## src/crf_regs.svh

```systemverilog
/*
  Offsets, field positions, reset values and encodings of the core
  register set. Included by the package and the design file.
*/
`ifndef CRF_REGS_SVH
`define CRF_REGS_SVH

// ----------------------------------------------------------------
// Status register bit positions
// ----------------------------------------------------------------
`define CRF_PS_C 0
`define CRF_PS_Z 1
`define CRF_PS_I 2
`define CRF_PS_D 3
`define CRF_PS_B 4
`define CRF_PS_T 5
`define CRF_PS_V 6
`define CRF_PS_N 7

// ----------------------------------------------------------------
// Addresses and reset values
// ----------------------------------------------------------------
`define CRF_CPU_MODE_ADDR 16'h003b
`define CRF_SPS_BIT 2
`define CRF_PS_RESET 8'h04
`define CRF_SP_RESET 8'hff
`define CRF_PC_RESET 16'h0000
`define CRF_PAGE0_HI 8'h00
`define CRF_PAGE1_HI 8'h01

// ----------------------------------------------------------------
// Operation codes on the op port
// ----------------------------------------------------------------
`define CRF_OP_NOP 5'h00
`define CRF_OP_LOAD 5'h01
`define CRF_OP_ADC 5'h02
`define CRF_OP_SBC 5'h03
`define CRF_OP_SHIFT 5'h04
`define CRF_OP_BIT 5'h05
`define CRF_OP_PUSH_A 5'h06
`define CRF_OP_POP_A 5'h07
`define CRF_OP_PUSH_PS 5'h08
`define CRF_OP_POP_PS 5'h09
`define CRF_OP_SEC 5'h0a
`define CRF_OP_CLC 5'h0b
`define CRF_OP_SEI 5'h0c
`define CRF_OP_CLI 5'h0d
`define CRF_OP_SED 5'h0e
`define CRF_OP_CLD 5'h0f
`define CRF_OP_SET 5'h10
`define CRF_OP_CLT 5'h11
`define CRF_OP_CLV 5'h12
`define CRF_OP_CALL 5'h13
`define CRF_OP_IRQ 5'h14
`define CRF_OP_BRK 5'h15
`define CRF_OP_FAST_SET 5'h16
`define CRF_OP_SLOW 5'h17
`define CRF_OP_PRODUCT 5'h18
`define CRF_OP_QUOTIENT 5'h19
`define CRF_OP_WAIT 5'h1a
`define CRF_OP_HALT_OSC 5'h1b
`define CRF_OP_PC_LOAD 5'h1c
`define CRF_OP_PC_INC 5'h1d
`define CRF_OP_INDEX 5'h1e

`endif

```

## src/crf_pkg.sv

```systemverilog
/*
  Types of the core register set.
  Assumes crf_regs.svh on the include path.
*/
`include "crf_regs.svh"
package crf_pkg;
  typedef logic [4:0] crf_op_t;
  typedef enum logic [2:0] {
    CRF_ST_IDLE = 3'b000,
    CRF_ST_PUSH2 = 3'b001,
    CRF_ST_PUSH3 = 3'b010,
    CRF_ST_DONE = 3'b011
  } crf_state_t;
endpackage

```

## src/crf_core.sv

```systemverilog
/*
  Programmer-visible register set and status flag logic of an 8-bit
  core: accumulator, two index registers, stack pointer with page
  select, program counter and status flags.
  Assumes a sequencer that issues one operation per OP_VALID_IN pulse,
  waits for BUSY_OUT low, and supplies memory data on MEM_DATA_IN.
*/
`timescale 1ns/1ps
`include "crf_regs.svh"

// Operation
// - Eight-bit accumulator carries most transfers and arithmetic.
// - Two 8-bit index registers; indexed address is operand plus index.
// - Memop mode off: arithmetic on accumulator and memory, result to A.
// - Memop mode on: first location via first index, result stored there.
// - Stack address low byte comes from the stack pointer.
// - Stack page bit 0 selects page zero, 1 selects page one.
// - Calls push return address; interrupts push it and status.
// - Sixteen-bit program counter of high and low byte registers.
// - Reset sets interrupt disable; software initialises memop, decimal.
// - Carry takes arithmetic carry or borrow, and shift results.
// - Zero flag set when result is zero, cleared otherwise.
// - Interrupt disable blocks all interrupts except software break.
// - Accepted interrupt sets interrupt disable automatically.
// - Decimal flag makes add and subtract decimal corrected.
// - Zero, overflow, negative not valid in decimal mode.
// - Live break flag reads 0; copies pushed by break and by status push have it 1.
// - Overflow set when signed byte result leaves -128..+127.
// - Negative flag set when result is negative.
// - Bit test copies bit 6 to overflow, bit 7 to negative.
// - Set and clear ops for C, I, D, T; clear only for V.
// - Push and pop of accumulator and status register.
// - Reject fast-set and slow ops; accept product, quotient, wait, halt.
// - Stack page bit lives in the mode register at 003b hex.
module crf_core (
  input wire logic CLK_IN,
  input wire logic NRST_IN,
  input wire logic OP_VALID_IN,
  input wire logic [4:0] OP_IN,
  input wire logic [1:0] REG_SEL_IN,
  input wire logic [7:0] MEM_DATA_IN,
  input wire logic [15:0] OPERAND_IN,
  input wire logic IDX_SEL_IN,
  input wire logic IRQ_REQ_IN,
  input wire logic SFR_WR_IN,
  input wire logic [15:0] SFR_ADDR_IN,
  input wire logic [7:0] SFR_DATA_IN,
  output logic [7:0] ACC_OUT,
  output logic [7:0] IDX1_OUT,
  output logic [7:0] IDX2_OUT,
  output logic [7:0] SP_OUT,
  output logic [15:0] PC_OUT,
  output logic [7:0] PS_OUT,
  output logic [15:0] ADDR_OUT,
  output logic [7:0] WDATA_OUT,
  output logic WR_OUT,
  output logic MEMOP_WR_OUT,
  output logic [15:0] EA_OUT,
  output logic BUSY_OUT,
  output logic ILLEGAL_OUT,
  output logic IRQ_ACK_OUT,
  output logic WAIT_OUT,
  output logic HALT_OUT
);

  logic [7:0] acc_q;
  logic [7:0] idx1_q;
  logic [7:0] idx2_q;
  logic [7:0] sp_q;
  logic [15:0] pc_q;
  logic [7:0] ps_q;
  logic sps_q;
  crf_pkg::crf_state_t st_q;
  logic [7:0] push_ps_q;
  logic push_st_q;
  logic [15:0] addr_q;
  logic [7:0] wdata_q;
  logic wr_q;
  logic memop_wr_q;
  logic [15:0] ea_q;
  logic illegal_q;
  logic irq_ack_q;
  logic wait_q;
  logic halt_q;

  // ----------------------------------------------------------------
  // Arithmetic
  // ----------------------------------------------------------------
  logic t_mode;
  logic [7:0] lhs;
  logic [7:0] rhs;
  logic [8:0] bin_sum;
  logic [7:0] res;
  logic carry;
  logic ovf;
  logic [4:0] lo_nib;
  logic [4:0] hi_nib;
  logic lo_adj;
  logic [15:0] stack_addr;
  logic is_sub;
  logic take_irq;

  assign t_mode = ps_q[`CRF_PS_T];
  // Memop mode takes first operand from memory at first index
  assign lhs = t_mode ? MEM_DATA_IN : acc_q;
  assign is_sub = (OP_IN == `CRF_OP_SBC);
  assign rhs = is_sub ? ~OPERAND_IN[7:0] : OPERAND_IN[7:0];
  // High stack byte from page bit, low from pointer
  assign stack_addr = {(sps_q ? `CRF_PAGE1_HI : `CRF_PAGE0_HI), sp_q};
  // Break bypasses interrupt disable
  assign take_irq = ~ps_q[`CRF_PS_I] & IRQ_REQ_IN;

  always_comb begin
    bin_sum = {1'b0, lhs} + {1'b0, rhs} + {8'h00, ps_q[`CRF_PS_C]};
    res = bin_sum[7:0];
    carry = bin_sum[8];
    ovf = (lhs[7] == rhs[7]) && (res[7] != lhs[7]);
    lo_nib = 5'h00;
    hi_nib = 5'h00;
    lo_adj = 1'b0;
    if (ps_q[`CRF_PS_D]) begin
      if (!is_sub) begin
        lo_nib = {1'b0, lhs[3:0]} + {1'b0, OPERAND_IN[3:0]} +
                 {4'h0, ps_q[`CRF_PS_C]};
        lo_adj = lo_nib > 5'h09;
        if (lo_adj) begin
          lo_nib = lo_nib + 5'h06;
        end
        hi_nib = {1'b0, lhs[7:4]} + {1'b0, OPERAND_IN[7:4]} +
                 {4'h0, lo_adj};
        if (hi_nib > 5'h09) begin
          hi_nib = hi_nib + 5'h06;
        end
        res = {hi_nib[3:0], lo_nib[3:0]};
        carry = hi_nib[4];
      end else begin
        lo_nib = {1'b0, lhs[3:0]} - {1'b0, OPERAND_IN[3:0]} -
                 {4'h0, ~ps_q[`CRF_PS_C]};
        lo_adj = lo_nib[4];
        if (lo_adj) begin
          lo_nib = lo_nib - 5'h06;
        end
        hi_nib = {1'b0, lhs[7:4]} - {1'b0, OPERAND_IN[7:4]} -
                 {4'h0, lo_adj};
        carry = ~hi_nib[4];
        if (hi_nib[4]) begin
          hi_nib = hi_nib - 5'h06;
        end
        res = {hi_nib[3:0], lo_nib[3:0]};
      end
    end
  end

  // ----------------------------------------------------------------
  // Sequencer for multi-byte pushes
  // ----------------------------------------------------------------
  always_ff @(posedge CLK_IN or negedge NRST_IN) begin
    if (!NRST_IN) begin
      st_q <= crf_pkg::CRF_ST_IDLE;
    end else begin
      case (st_q)
        crf_pkg::CRF_ST_IDLE: begin
          if (OP_VALID_IN && (OP_IN == `CRF_OP_CALL ||
              (OP_IN == `CRF_OP_IRQ && take_irq) ||
              OP_IN == `CRF_OP_BRK)) begin
            st_q <= crf_pkg::CRF_ST_PUSH2;
          end
        end
        crf_pkg::CRF_ST_PUSH2: begin
          st_q <= push_st_q ? crf_pkg::CRF_ST_PUSH3
                            : crf_pkg::CRF_ST_DONE;
        end
        crf_pkg::CRF_ST_PUSH3: st_q <= crf_pkg::CRF_ST_DONE;
        crf_pkg::CRF_ST_DONE: st_q <= crf_pkg::CRF_ST_IDLE;
        default: st_q <= crf_pkg::CRF_ST_IDLE;
      endcase
    end
  end

  // ----------------------------------------------------------------
  // Stack page bit in the mode register
  // ----------------------------------------------------------------
  always_ff @(posedge CLK_IN or negedge NRST_IN) begin
    if (!NRST_IN) begin
      sps_q <= 1'b0;
    end else if (SFR_WR_IN && SFR_ADDR_IN == `CRF_CPU_MODE_ADDR) begin
      sps_q <= SFR_DATA_IN[`CRF_SPS_BIT];
    end
  end

  // ----------------------------------------------------------------
  // Data registers
  // ----------------------------------------------------------------
  always_ff @(posedge CLK_IN or negedge NRST_IN) begin
    if (!NRST_IN) begin
      acc_q <= 8'h00;
      idx1_q <= 8'h00;
      idx2_q <= 8'h00;
    end else if (OP_VALID_IN && st_q == crf_pkg::CRF_ST_IDLE) begin
      case (OP_IN)
        `CRF_OP_LOAD: begin
          case (REG_SEL_IN)
            2'b00: acc_q <= MEM_DATA_IN;
            2'b01: idx1_q <= MEM_DATA_IN;
            2'b10: idx2_q <= MEM_DATA_IN;
            default: acc_q <= acc_q;
          endcase
        end
        `CRF_OP_ADC, `CRF_OP_SBC: begin
          if (!t_mode) begin
            acc_q <= res;
          end
        end
        `CRF_OP_SHIFT: begin
          if (!t_mode) begin
            acc_q <= {acc_q[6:0], ps_q[`CRF_PS_C]};
          end
        end
        `CRF_OP_POP_A: acc_q <= MEM_DATA_IN;
        default: acc_q <= acc_q;
      endcase
    end
  end

  // ----------------------------------------------------------------
  // Stack pointer, program counter and memory port
  // ----------------------------------------------------------------
  always_ff @(posedge CLK_IN or negedge NRST_IN) begin
    if (!NRST_IN) begin
      sp_q <= `CRF_SP_RESET;
      pc_q <= `CRF_PC_RESET;
      addr_q <= 16'h0000;
      wdata_q <= 8'h00;
      wr_q <= 1'b0;
      memop_wr_q <= 1'b0;
      ea_q <= 16'h0000;
      push_ps_q <= 8'h00;
      push_st_q <= 1'b0;
    end else begin
      wr_q <= 1'b0;
      memop_wr_q <= 1'b0;
      case (st_q)
        crf_pkg::CRF_ST_PUSH2: begin
          addr_q <= stack_addr;
          wdata_q <= pc_q[7:0];
          wr_q <= 1'b1;
          sp_q <= sp_q - 8'h01;
        end
        crf_pkg::CRF_ST_PUSH3: begin
          addr_q <= stack_addr;
          wdata_q <= push_ps_q;
          wr_q <= 1'b1;
          sp_q <= sp_q - 8'h01;
        end
        crf_pkg::CRF_ST_DONE: push_st_q <= 1'b0;
        default: begin
          if (OP_VALID_IN) begin
            case (OP_IN)
              `CRF_OP_INDEX: begin
                // Operand plus selected index
                ea_q <= OPERAND_IN +
                        {8'h00, IDX_SEL_IN ? idx2_q : idx1_q};
              end
              `CRF_OP_ADC, `CRF_OP_SBC, `CRF_OP_SHIFT: begin
                if (t_mode) begin
                  addr_q <= {8'h00, idx1_q};
                  wdata_q <= (OP_IN == `CRF_OP_SHIFT) ?
                             {MEM_DATA_IN[6:0], ps_q[`CRF_PS_C]} : res;
                  wr_q <= 1'b1;
                  memop_wr_q <= 1'b1;
                end
              end
              `CRF_OP_PUSH_A, `CRF_OP_PUSH_PS: begin
                addr_q <= stack_addr;
                wdata_q <= (OP_IN == `CRF_OP_PUSH_A) ? acc_q
                           : (ps_q | 8'h10);
                wr_q <= 1'b1;
                sp_q <= sp_q - 8'h01;
              end
              `CRF_OP_POP_A, `CRF_OP_POP_PS: begin
                addr_q <= {stack_addr[15:8], sp_q + 8'h01};
                sp_q <= sp_q + 8'h01;
              end
              `CRF_OP_CALL, `CRF_OP_IRQ, `CRF_OP_BRK: begin
                if (OP_IN != `CRF_OP_IRQ || take_irq) begin
                  addr_q <= stack_addr;
                  wdata_q <= pc_q[15:8];
                  wr_q <= 1'b1;
                  sp_q <= sp_q - 8'h01;
                  push_st_q <= (OP_IN != `CRF_OP_CALL);
                  // Break copy carries the break bit, interrupt copy clears it
                  push_ps_q <= (OP_IN == `CRF_OP_CALL) ? 8'h00 :
                               (OP_IN == `CRF_OP_BRK) ? (ps_q | 8'h10)
                               : (ps_q & 8'hef);
                end
              end
              `CRF_OP_PC_LOAD: pc_q <= OPERAND_IN;
              `CRF_OP_PC_INC: pc_q <= pc_q + 16'h0001;
              default: sp_q <= sp_q;
            endcase
          end
        end
      endcase
    end
  end

  // ----------------------------------------------------------------
  // Status flags
  // ----------------------------------------------------------------
  always_ff @(posedge CLK_IN or negedge NRST_IN) begin
    if (!NRST_IN) begin
      ps_q <= `CRF_PS_RESET;
    end else if (OP_VALID_IN && st_q == crf_pkg::CRF_ST_IDLE) begin
      case (OP_IN)
        `CRF_OP_LOAD, `CRF_OP_POP_A: begin
          ps_q[`CRF_PS_Z] <= (MEM_DATA_IN == 8'h00);
          ps_q[`CRF_PS_N] <= MEM_DATA_IN[7];
        end
        `CRF_OP_ADC, `CRF_OP_SBC: begin
          ps_q[`CRF_PS_C] <= carry;
          // Flags still written in decimal mode but meaningless there
          ps_q[`CRF_PS_Z] <= (res == 8'h00);
          ps_q[`CRF_PS_V] <= ovf;
          ps_q[`CRF_PS_N] <= res[7];
        end
        `CRF_OP_SHIFT: begin
          ps_q[`CRF_PS_C] <= lhs[7];
          ps_q[`CRF_PS_Z] <= ({lhs[6:0], ps_q[`CRF_PS_C]} == 8'h00);
          ps_q[`CRF_PS_N] <= lhs[6];
        end
        `CRF_OP_BIT: begin
          ps_q[`CRF_PS_V] <= MEM_DATA_IN[6];
          ps_q[`CRF_PS_N] <= MEM_DATA_IN[7];
          ps_q[`CRF_PS_Z] <= ((acc_q & MEM_DATA_IN) == 8'h00);
        end
        `CRF_OP_POP_PS: ps_q <= MEM_DATA_IN & 8'hef;
        `CRF_OP_SEC: ps_q[`CRF_PS_C] <= 1'b1;
        `CRF_OP_CLC: ps_q[`CRF_PS_C] <= 1'b0;
        `CRF_OP_SEI: ps_q[`CRF_PS_I] <= 1'b1;
        `CRF_OP_CLI: ps_q[`CRF_PS_I] <= 1'b0;
        `CRF_OP_SED: ps_q[`CRF_PS_D] <= 1'b1;
        `CRF_OP_CLD: ps_q[`CRF_PS_D] <= 1'b0;
        `CRF_OP_SET: ps_q[`CRF_PS_T] <= 1'b1;
        `CRF_OP_CLT: ps_q[`CRF_PS_T] <= 1'b0;
        `CRF_OP_CLV: ps_q[`CRF_PS_V] <= 1'b0;
        `CRF_OP_IRQ: begin
          if (take_irq) begin
            ps_q[`CRF_PS_I] <= 1'b1;
          end
        end
        `CRF_OP_BRK: ps_q[`CRF_PS_I] <= 1'b1;
        default: ps_q <= ps_q;
      endcase
    end
  end

  // ----------------------------------------------------------------
  // Instruction acceptance and low-power ops
  // ----------------------------------------------------------------
  always_ff @(posedge CLK_IN or negedge NRST_IN) begin
    if (!NRST_IN) begin
      illegal_q <= 1'b0;
      irq_ack_q <= 1'b0;
      wait_q <= 1'b0;
      halt_q <= 1'b0;
    end else begin
      illegal_q <= OP_VALID_IN && st_q == crf_pkg::CRF_ST_IDLE &&
                   (OP_IN == `CRF_OP_FAST_SET ||
                    OP_IN == `CRF_OP_SLOW);
      irq_ack_q <= OP_VALID_IN && st_q == crf_pkg::CRF_ST_IDLE &&
                   ((OP_IN == `CRF_OP_IRQ && take_irq) ||
                    OP_IN == `CRF_OP_BRK);
      if (OP_VALID_IN && OP_IN == `CRF_OP_WAIT) begin
        wait_q <= 1'b1;
      end else if (IRQ_REQ_IN) begin
        wait_q <= 1'b0;
      end
      if (OP_VALID_IN && OP_IN == `CRF_OP_HALT_OSC) begin
        halt_q <= 1'b1;
      end else if (IRQ_REQ_IN) begin
        halt_q <= 1'b0;
      end
    end
  end

  assign ACC_OUT = acc_q;
  assign IDX1_OUT = idx1_q;
  assign IDX2_OUT = idx2_q;
  assign SP_OUT = sp_q;
  assign PC_OUT = pc_q;
  assign PS_OUT = ps_q;
  assign ADDR_OUT = addr_q;
  assign WDATA_OUT = wdata_q;
  assign WR_OUT = wr_q;
  assign MEMOP_WR_OUT = memop_wr_q;
  assign EA_OUT = ea_q;
  assign BUSY_OUT = (st_q != crf_pkg::CRF_ST_IDLE);
  assign ILLEGAL_OUT = illegal_q;
  assign IRQ_ACK_OUT = irq_ack_q;
  assign WAIT_OUT = wait_q;
  assign HALT_OUT = halt_q;

endmodule

```

## config.mk

```make
export PLATFORM = sky130hd
export DESIGN_NAME = crf_core
export DESIGN_NICKNAME = d
export VERILOG_FILES = /design/src/crf_pkg.sv /design/src/crf_core.sv
export VERILOG_INCLUDE_DIRS = /design/src /design/src/src
export SDC_FILE = /design/constraint.sdc
export NUM_CORES = 1
export LEC_CHECK = 0
export BUFFER_PORTS_ARGS = -buffer_cell sky130_fd_sc_hd__buf_2
export CAP_MARGIN = 30
export CORE_ASPECT_RATIO = 1.1
export CORE_MARGIN = 1.5
export CORE_UTILIZATION = 50
export CTS_BUF_LIST = sky130_fd_sc_hd__clkbuf_4 sky130_fd_sc_hd__clkbuf_8 sky130_fd_sc_hd__clkbuf_16
export DETAILED_ROUTE_END_ITERATION = 12
export PLACE_DENSITY = 0.74
export SLEW_MARGIN = 20
export SYNTH_ARGS = -nofsm -noshare
export SYNTH_HDL_FRONTEND = slang
export SYNTH_SLANG_ARGS = --single-unit
```

## constraint.sdc

```tcl
create_clock -name CLK_IN -period 13.1 [get_ports CLK_IN]
set_input_delay 0.655 -clock CLK_IN [delete_from_list [all_inputs] [get_ports CLK_IN]]
set_output_delay 0.655 -clock CLK_IN [all_outputs]
set_load 0.02 [all_outputs]
```

## After elaboration in Yosys (flattened, before gate mapping)

Index checks and enable logic that the tools add are counted.

- Input bits: 61
- Output and inout bits: 103
- Bits in registers: 114

- Mux-type cells: 61
- Bitwise operators: 9
- $add $sub $neg: 18
- Order comparisons: 2
- Equality and inequality tests: 47
- Reduce and logical (&&, ||, !) cells: 68

Operators with widths:

| operator | number |
|---|---|
| 2-to-1 mux 8 bit | 16 |
| one-hot mux 8 bit (3 select lines) | 3 |
| equality test 5 bit, second input constant | 13 |
| one-hot mux 16 bit (2 select lines) | 2 |
| one-hot mux 16 bit (4 select lines) | 1 |
| 2-to-1 mux 16 bit | 3 |
| equality test 5 x 4 -> 1 bit, second input constant | 8 |
| logical NOT 8 bit | 4 |
| one-hot mux 8 bit (4 select lines) | 1 |
| equality test 5 x 3 -> 1 bit, second input constant | 4 |
| nonzero test 5 bit | 4 |
| nonzero test 3 bit | 6 |
| 2-to-1 mux 1 bit | 17 |
| adder 16 x 1 -> 16 bit, second input constant | 1 |
| adder 16 x 8 -> 16 bit | 1 |
| equality test 16 x 6 -> 1 bit, second input constant | 1 |
| one-hot mux 8 bit (2 select lines) | 1 |
| one-hot mux 1 bit (3 select lines) | 5 |
| AND reduction 3 bit | 5 |
| AND reduction 5 bit | 3 |
| nonzero test 2 bit | 7 |
| OR reduction 2 bit | 7 |
| 2-to-1 mux 4 bit | 3 |
| AND reduction 2 bit | 6 |
| 44 further kinds | 83 |

## Depth between registers and ports, before layout

- Depth after elaboration: 14
- Gate-level depth with buffers: 24

## Worst setup path before layout

No wires, ideal clock.

- Path type: reg-to-reg
- Start: register ps_q[5] (netlist: PS_OUT[5])
- End: register ps_q[1] (netlist: PS_OUT[1])
- Clock period less this slack: 5.343 ns
- Arrival time: 5.239 ns
- Path buffers: 2
- Data required time: 12.997 ns
- Stages on the path, launching flop included: 22
- Setup time: 0.103 ns
- Path slack: 7.757 ns
- Cell sequence: dfrtp_1 > buf_6 > clkbuf_1 > mux2i_1 > fa_1 > inv_1 > fa_1 > nor2b_1 > o21ai_0 > nand2b_1 > a31oi_1 > fa_1 > inv_1 > fa_1 > xnor2_1 > inv_1 > ha_1 > a211oi_1 > nor3b_1 > a221o_1 > or4b_1 > o41ai_2

- Word-level cells in the longest chain between the ends: 11
- Elaborated cells between the ends (all ways): 26
- Classes of those cells: add/sub (14); order compare (2); mux (8); reduce/logical (2)

Ends and longest elaborated chain:

| what | line | text |
|---|---|---|
| from (decl) | crf_core.sv:71 | `logic [7:0] ps_q;` |
| from (signal assigned) | crf_core.sv:312 | `` ps_q <= `CRF_PS_RESET; `` |
| from (signal, indexed assignment) | crf_core.sv:316 | `` ps_q[`CRF_PS_Z] <= (MEM_DATA_IN == 8'h00); `` |
| from (signal, indexed assignment) | crf_core.sv:317 | `` ps_q[`CRF_PS_N] <= MEM_DATA_IN[7]; `` |
| 2-to-1 mux 8 bit * | crf_core.sv:105 | `assign lhs = t_mode ? MEM_DATA_IN : acc_q;` |
| adder 4 x 4 -> 5 bit | crf_core.sv:123 | `lo_nib = {1'b0, lhs[3:0]} + {1'b0, OPERAND_IN[3:0]} +` |
| adder 5 x 1 -> 5 bit | crf_core.sv:123 |  |
| > comparator 5 x 4 -> 1 bit | crf_core.sv:125 | `lo_adj = lo_nib > 5'h09;` |
| adder 5 x 1 -> 5 bit | crf_core.sv:129 | `hi_nib = {1'b0, lhs[7:4]} + {1'b0, OPERAND_IN[7:4]} +` |
| adder 5 x 3 -> 5 bit / > comparator 5 x 4 -> 1 bit (equally long branches) | crf_core.sv:132, crf_core.sv:131 |  |
| 2-to-1 mux 5 bit | crf_core.sv:131 | `if (hi_nib > 5'h09) begin` |
| 2-to-1 mux 8 bit | crf_core.sv:122 | `if (!is_sub) begin` |
| 2-to-1 mux 8 bit | crf_core.sv:121 | `` if (ps_q[`CRF_PS_D]) begin `` |
| logical NOT 8 bit | crf_core.sv:322 | `` ps_q[`CRF_PS_Z] <= (res == 8'h00); `` |
| one-hot mux 1 bit (5 select lines) * | crf_core.sv:314 | `case (OP_IN)` |

Every way passes the cells marked *; elsewhere a longest branch is shown, timed or not.
A chain may end at the register's enable or synchronous reset.

## Final worst setup path

- Start: register ps_q[5] (netlist: PS_OUT[5])
- End: register wdata_q[5] (netlist: WDATA_OUT[5])

- Word-level cells in the longest chain between the ends: 14
- Elaborated cells between the ends (all ways): 27
- Classes of those cells: add/sub (12); order compare (2); eq/ne (1); mux (11); reduce/logical (1)

Ends and longest elaborated chain:

| what | line | text |
|---|---|---|
| 2-to-1 mux 8 bit | crf_core.sv:105 |  |
| adder 4 x 4 -> 5 bit | crf_core.sv:123 |  |
| adder 5 x 1 -> 5 bit | crf_core.sv:123 |  |
| > comparator 5 x 4 -> 1 bit | crf_core.sv:125 |  |
| adder 5 x 1 -> 5 bit | crf_core.sv:129 |  |
| adder 5 x 3 -> 5 bit / > comparator 5 x 4 -> 1 bit (equally long branches) | crf_core.sv:132, crf_core.sv:131 |  |
| 2-to-1 mux 5 bit | crf_core.sv:131 |  |
| 2-to-1 mux 8 bit | crf_core.sv:122 |  |
| 2-to-1 mux 8 bit | crf_core.sv:121 |  |
| 2-to-1 mux 8 bit | crf_core.sv:267 | `` wdata_q <= (OP_IN == `CRF_OP_SHIFT) ? `` |
| 2-to-1 mux 8 bit | crf_core.sv:265 | `if (t_mode) begin` |
| one-hot mux 8 bit (3 select lines) | crf_core.sv:258 | `case (OP_IN)` |
| 2-to-1 mux 8 bit | crf_core.sv:257 | `if (OP_VALID_IN) begin` |
| one-hot mux 8 bit (3 select lines) | crf_core.sv:242 | `case (st_q)` |
| to (signal assigned) | crf_core.sv:245 | `wdata_q <= pc_q[7:0];` |
| to (signal assigned) | crf_core.sv:251 | `wdata_q <= push_ps_q;` |
| to (signal assigned) | crf_core.sv:267 |  |
| to (decl) | crf_core.sv:77 | `logic [7:0] wdata_q;` |

Several ways; a longest one is shown, not always the timed one. The select of a mux whose other input is x is not followed.

==> metrics.md <==
| Metric | Value |
|---|---|
| Run status | `finished, final reports clean` |
| Worst Setup End Kind | `register` |
| Max capacitance violation total | `0` |
| Effective utilization at floorplan | `50.75%` |
| Number of diodes | `0` |
| Capture point of the worst reg-to-reg path | `WDATA_OUT[5]` |
| Clock transition at the registers of the reported paths | `0.07 ns` |
| Max Root-Sink Buffers | `2` |
| Worst-case setup margin in the final layout | `7.532 ns` |
| IR Drop Worst-Case VDD | `0.1901 mV` |
| Post-detailed-placement cell area | `9085 sq um` |
| Final period demand of the worst path | `5.568 ns` |
| Non-Filler Instances | `1316` |
| Type of origin of the critical path | `register` |
| Number of rows created at floorplan | `49` |
| Part of the cycle the worst path needs | `42.51%` |
| Latest clock arrival within the worst-skew pair | `0.35 ns` |
| Htree depth | `3` |
| Core Region | `16250 sq um` |
| Layout fillers | `1493` |
| First-pass detailed-route iteration total | `5` |
| Sinks on the clock net | `106` |
| Post-synth EDFFs | `0` |
| CTS buffer count | `9` |
| Wire length of the first global-routing pass | `39.36 mm` |
| Mapped cell area | `8245 sq um` |
| Remaining number of nets flagged by the antenna check after routing | `0` |
| Largest net degree at the start of global routing | `68` |
| I/O Buffers | `148` |
| Unrepaired setup endpoints after global routing | `no` |
| Dpl ws | `7.351 ns` |
| Worst Path Class, Setup | `reg2reg` |
| Static power due to leakage | `4.377 nW` |
| Path depth of the worst reg2reg path | `20` |
| Number of buffers inserted for hold repair after clock tree synthesis | `0` |
| Total Negative Setup Slacks | `0 ns` |
| Die extent in x | `125.4 um` |
| Remaining global-route overflow | `0` |
| Height of the chip | `137.7 um` |
| Io pins | `164` |
| Number of post-CTS setup repair buffers | `0` |
| Endpoint required time on the critical path | `13.34 ns` |
| Cell at the root of the clock tree | `sky130_fd_sc_hd__clkbuf_16` |
| Number of violations reported at the end of detailed-routing iteration 0 | `999` |
| Number of nets in the layout | `1222` |
| Area of combinational cells with multiple inputs | `5164 sq um` |
| Post-layout total power | `2.377 mW` |
| Die footprint | `17270 sq um` |
| Clock Skews | `0.008499 ns` |
| Fraction of post-synthesis cell area in the top cell type by area | `29.44%` |
| Timing-limited maximum frequency | `0.1796 GHz` |
| Most frequent standard cell in the layout excluding fill and tap cells | `sky130_fd_sc_hd__buf_2` |
| Post-route DRC violation count | `0` |
| Final slew viol count | `0` |
| Initial antenna violation count | `0` |
| Quantity of gates resized following cts | `0` |
| Avg Synthesized Cell Area | `8.354 sq um` |
| Final core utilization | `57.82%` |
| Total detailed-routing wirelength | `25.12 mm` |
| Worst slew margin | `41.99%` |
| Area delta synth->final | `13.93%` |
| Critical R2R Launch | `PS_OUT[5]` |
| Design area | `9394 sq um` |
| GP Congestion | `0.9286` |
| Wire length per cell after detailed routing | `19.08 um` |
| Most used DFF post-synth | `sky130_fd_sc_hd__dfrtp_1` |
| Hold slack final | `0.2816 ns` |
| Final hold violations | `0` |
| Worst hold path class | `in2async` |
| Data arrival at the endpoint of the critical path | `5.81 ns` |
| Synthesized instance count | `987` |
| Register Area | `2664 sq um` |
| Library cell with the largest summed area after synthesis | `sky130_fd_sc_hd__dfrtp_1` |
| Maximum net fanout on the critical path | `18` |
| Count of yosys warnings during synthesis | `0` |
| Slew of the pin with the lowest slew margin | `0.8702 ns` |
| Synthesized flop and latch total | `106` |
| Via density | `6.128` |
| Total Routing Usage GR | `28.79%` |
| Top area cells in the synthesized netlist | `sky130_fd_sc_hd__dfrtp_1, sky130_fd_sc_hd__ha_1, sky130_fd_sc_hd__nand2_1` |
| Power Density | `253.0 nW/um^2` |
| Most frequent cells in the layout | `sky130_fd_sc_hd__buf_2, sky130_fd_sc_hd__nand2_1, sky130_fd_sc_hd__dfrtp_1` |
| Number of distinct library cell variants in the gate-level netlist after synthesis | `78` |
| Layout cells sized above 1 | `20.50%` |
| Detailed-route via count | `8064` |
| Detailed placer's ending HPWL | `19.00 mm` |
| Vias in the first global route | `7311` |
| CTS tree | `built` |
| Async S/R FF share, synth | `100.0%` |
| Setup slack on the worst flop-to-flop path | `7.53 ns` |
| Count of endpoints failing setup in the final report | `0` |
| Cells after DPL | `1298` |
| Proportion of synthesized chip area in sequential cells | `32.31%` |
## metal layers
metal	wire [um]	GRT usage, %	vias to the layer above
met5	0	0	-
met4	793	11.17	0
met3	2135	6.330	52
met2	11810	46.56	331
met1	10370	37.80	3858
li1	-	-	3823
## final cells by class
cell class / instances / share of cell area [%]
flip-flops and latches: 106 / 28.36
multi-input cells: 778 / 54.97
clock buffers: 11 / 2.624
inverters: 55 / 2.198
clock inverters: 5 / 0.4262
repair buffers: 157 / 8.711
well taps: 204 / 2.717
## sequential cells by signal, summed over array words and instances, names as in the netlist, 2 cells and up
signal,cells
ACC_OUT,8
ADDR_OUT,9
EA_OUT,16
IDX1_OUT,8
IDX2_OUT,8
PC_OUT,16
PS_OUT,7
SP_OUT,8
WDATA_OUT,8
push_ps_q,8
st_q,2
## critical path: stages, from the launching register on
cell	delay [ns]
sky130_fd_sc_hd__dfrtp_1	0.43
sky130_fd_sc_hd__buf_4	0.32
sky130_fd_sc_hd__mux2_2	0.46
sky130_fd_sc_hd__fa_1	0.49
sky130_fd_sc_hd__nor2b_1	0.19
sky130_fd_sc_hd__o21ai_0	0.16
sky130_fd_sc_hd__nand2b_1	0.09
sky130_fd_sc_hd__a31oi_1	0.32
sky130_fd_sc_hd__fa_1	0.29
sky130_fd_sc_hd__inv_1	0.06
sky130_fd_sc_hd__fa_1	0.40
sky130_fd_sc_hd__xnor2_1	0.25
sky130_fd_sc_hd__inv_1	0.13
sky130_fd_sc_hd__ha_1	0.19
sky130_fd_sc_hd__nand2b_1	0.11
sky130_fd_sc_hd__a21boi_0	0.10
sky130_fd_sc_hd__mux2i_1	0.31
sky130_fd_sc_hd__mux2i_1	0.13
sky130_fd_sc_hd__o31ai_1	0.58
sky130_fd_sc_hd__o211ai_1	0.22
sky130_fd_sc_hd__a22o_1	0.21
## logic make-up (layout without fill, tap and decap cells)
logic type	Yosys count	in the layout	synth area share (%)
AND/OR/NAND/NOR	319	319	18.04
AO/OA/AOI/OAI	306	306	24.04
buffers and inverters	110	228	5.524
flip-flops	106	106	32.31
adder cells (fa/ha/maj)	54	54	9.196
XOR/XNOR	46	46	4.886
multiplexers	45	45	5.963
other	1	8	0.04548
## worst max-delay path by stage
stage | from | endpoint | slack [ns] | cells after the start
2_1_floorplan | PS_OUT[5] | PS_OUT[1] | 7.76 | 21
3_3_place_gp | MEM_DATA_IN[0] | PS_OUT[1] | 7.43 | 21
3_5_place_dp | MEM_DATA_IN[0] | PS_OUT[1] | 7.35 | 19
4_1_cts | PS_OUT[0] | PS_OUT[1] | 7.62 | 18
5_1_grt | PS_OUT[0] | ACC_OUT[5] | 7.26 | 21
6_report | PS_OUT[5] | WDATA_OUT[5] | 7.53 | 20
## power by group
part | internal, mW | switching, mW | leakage (nW)
clock network | 0.137 | 0.128 | 0.131
logic | 0.586 | 0.897 | 2.91
registers | 0.457 | 0.172 | 1.34
## synth_stat cells (all sizes together), types with 4 or more instances
cell type and n:
a221oi 13, nor2b 12, o21ai 75, clkbuf 37, nor3 25, a21o 5
dfrtp 97, nand2 114, o211ai 9, nor2 74, o31ai 9, a21oi 85
and3 11, a22o 7, mux2i 15, o22ai 16, buf 18, mux2 30
nand3 35, a221o 5, a211o 4, a211oi 11, nand4 7, a22oi 19
ha 43, nor4 4, a222oi 4, nand2b 6, a31oi 9, a21boi 5
or3 6, xnor2 33, fa 11, inv 53, dfstp 9, xor2 13
or2 5
No activity file was read; power rests on OpenSTA's default activity.
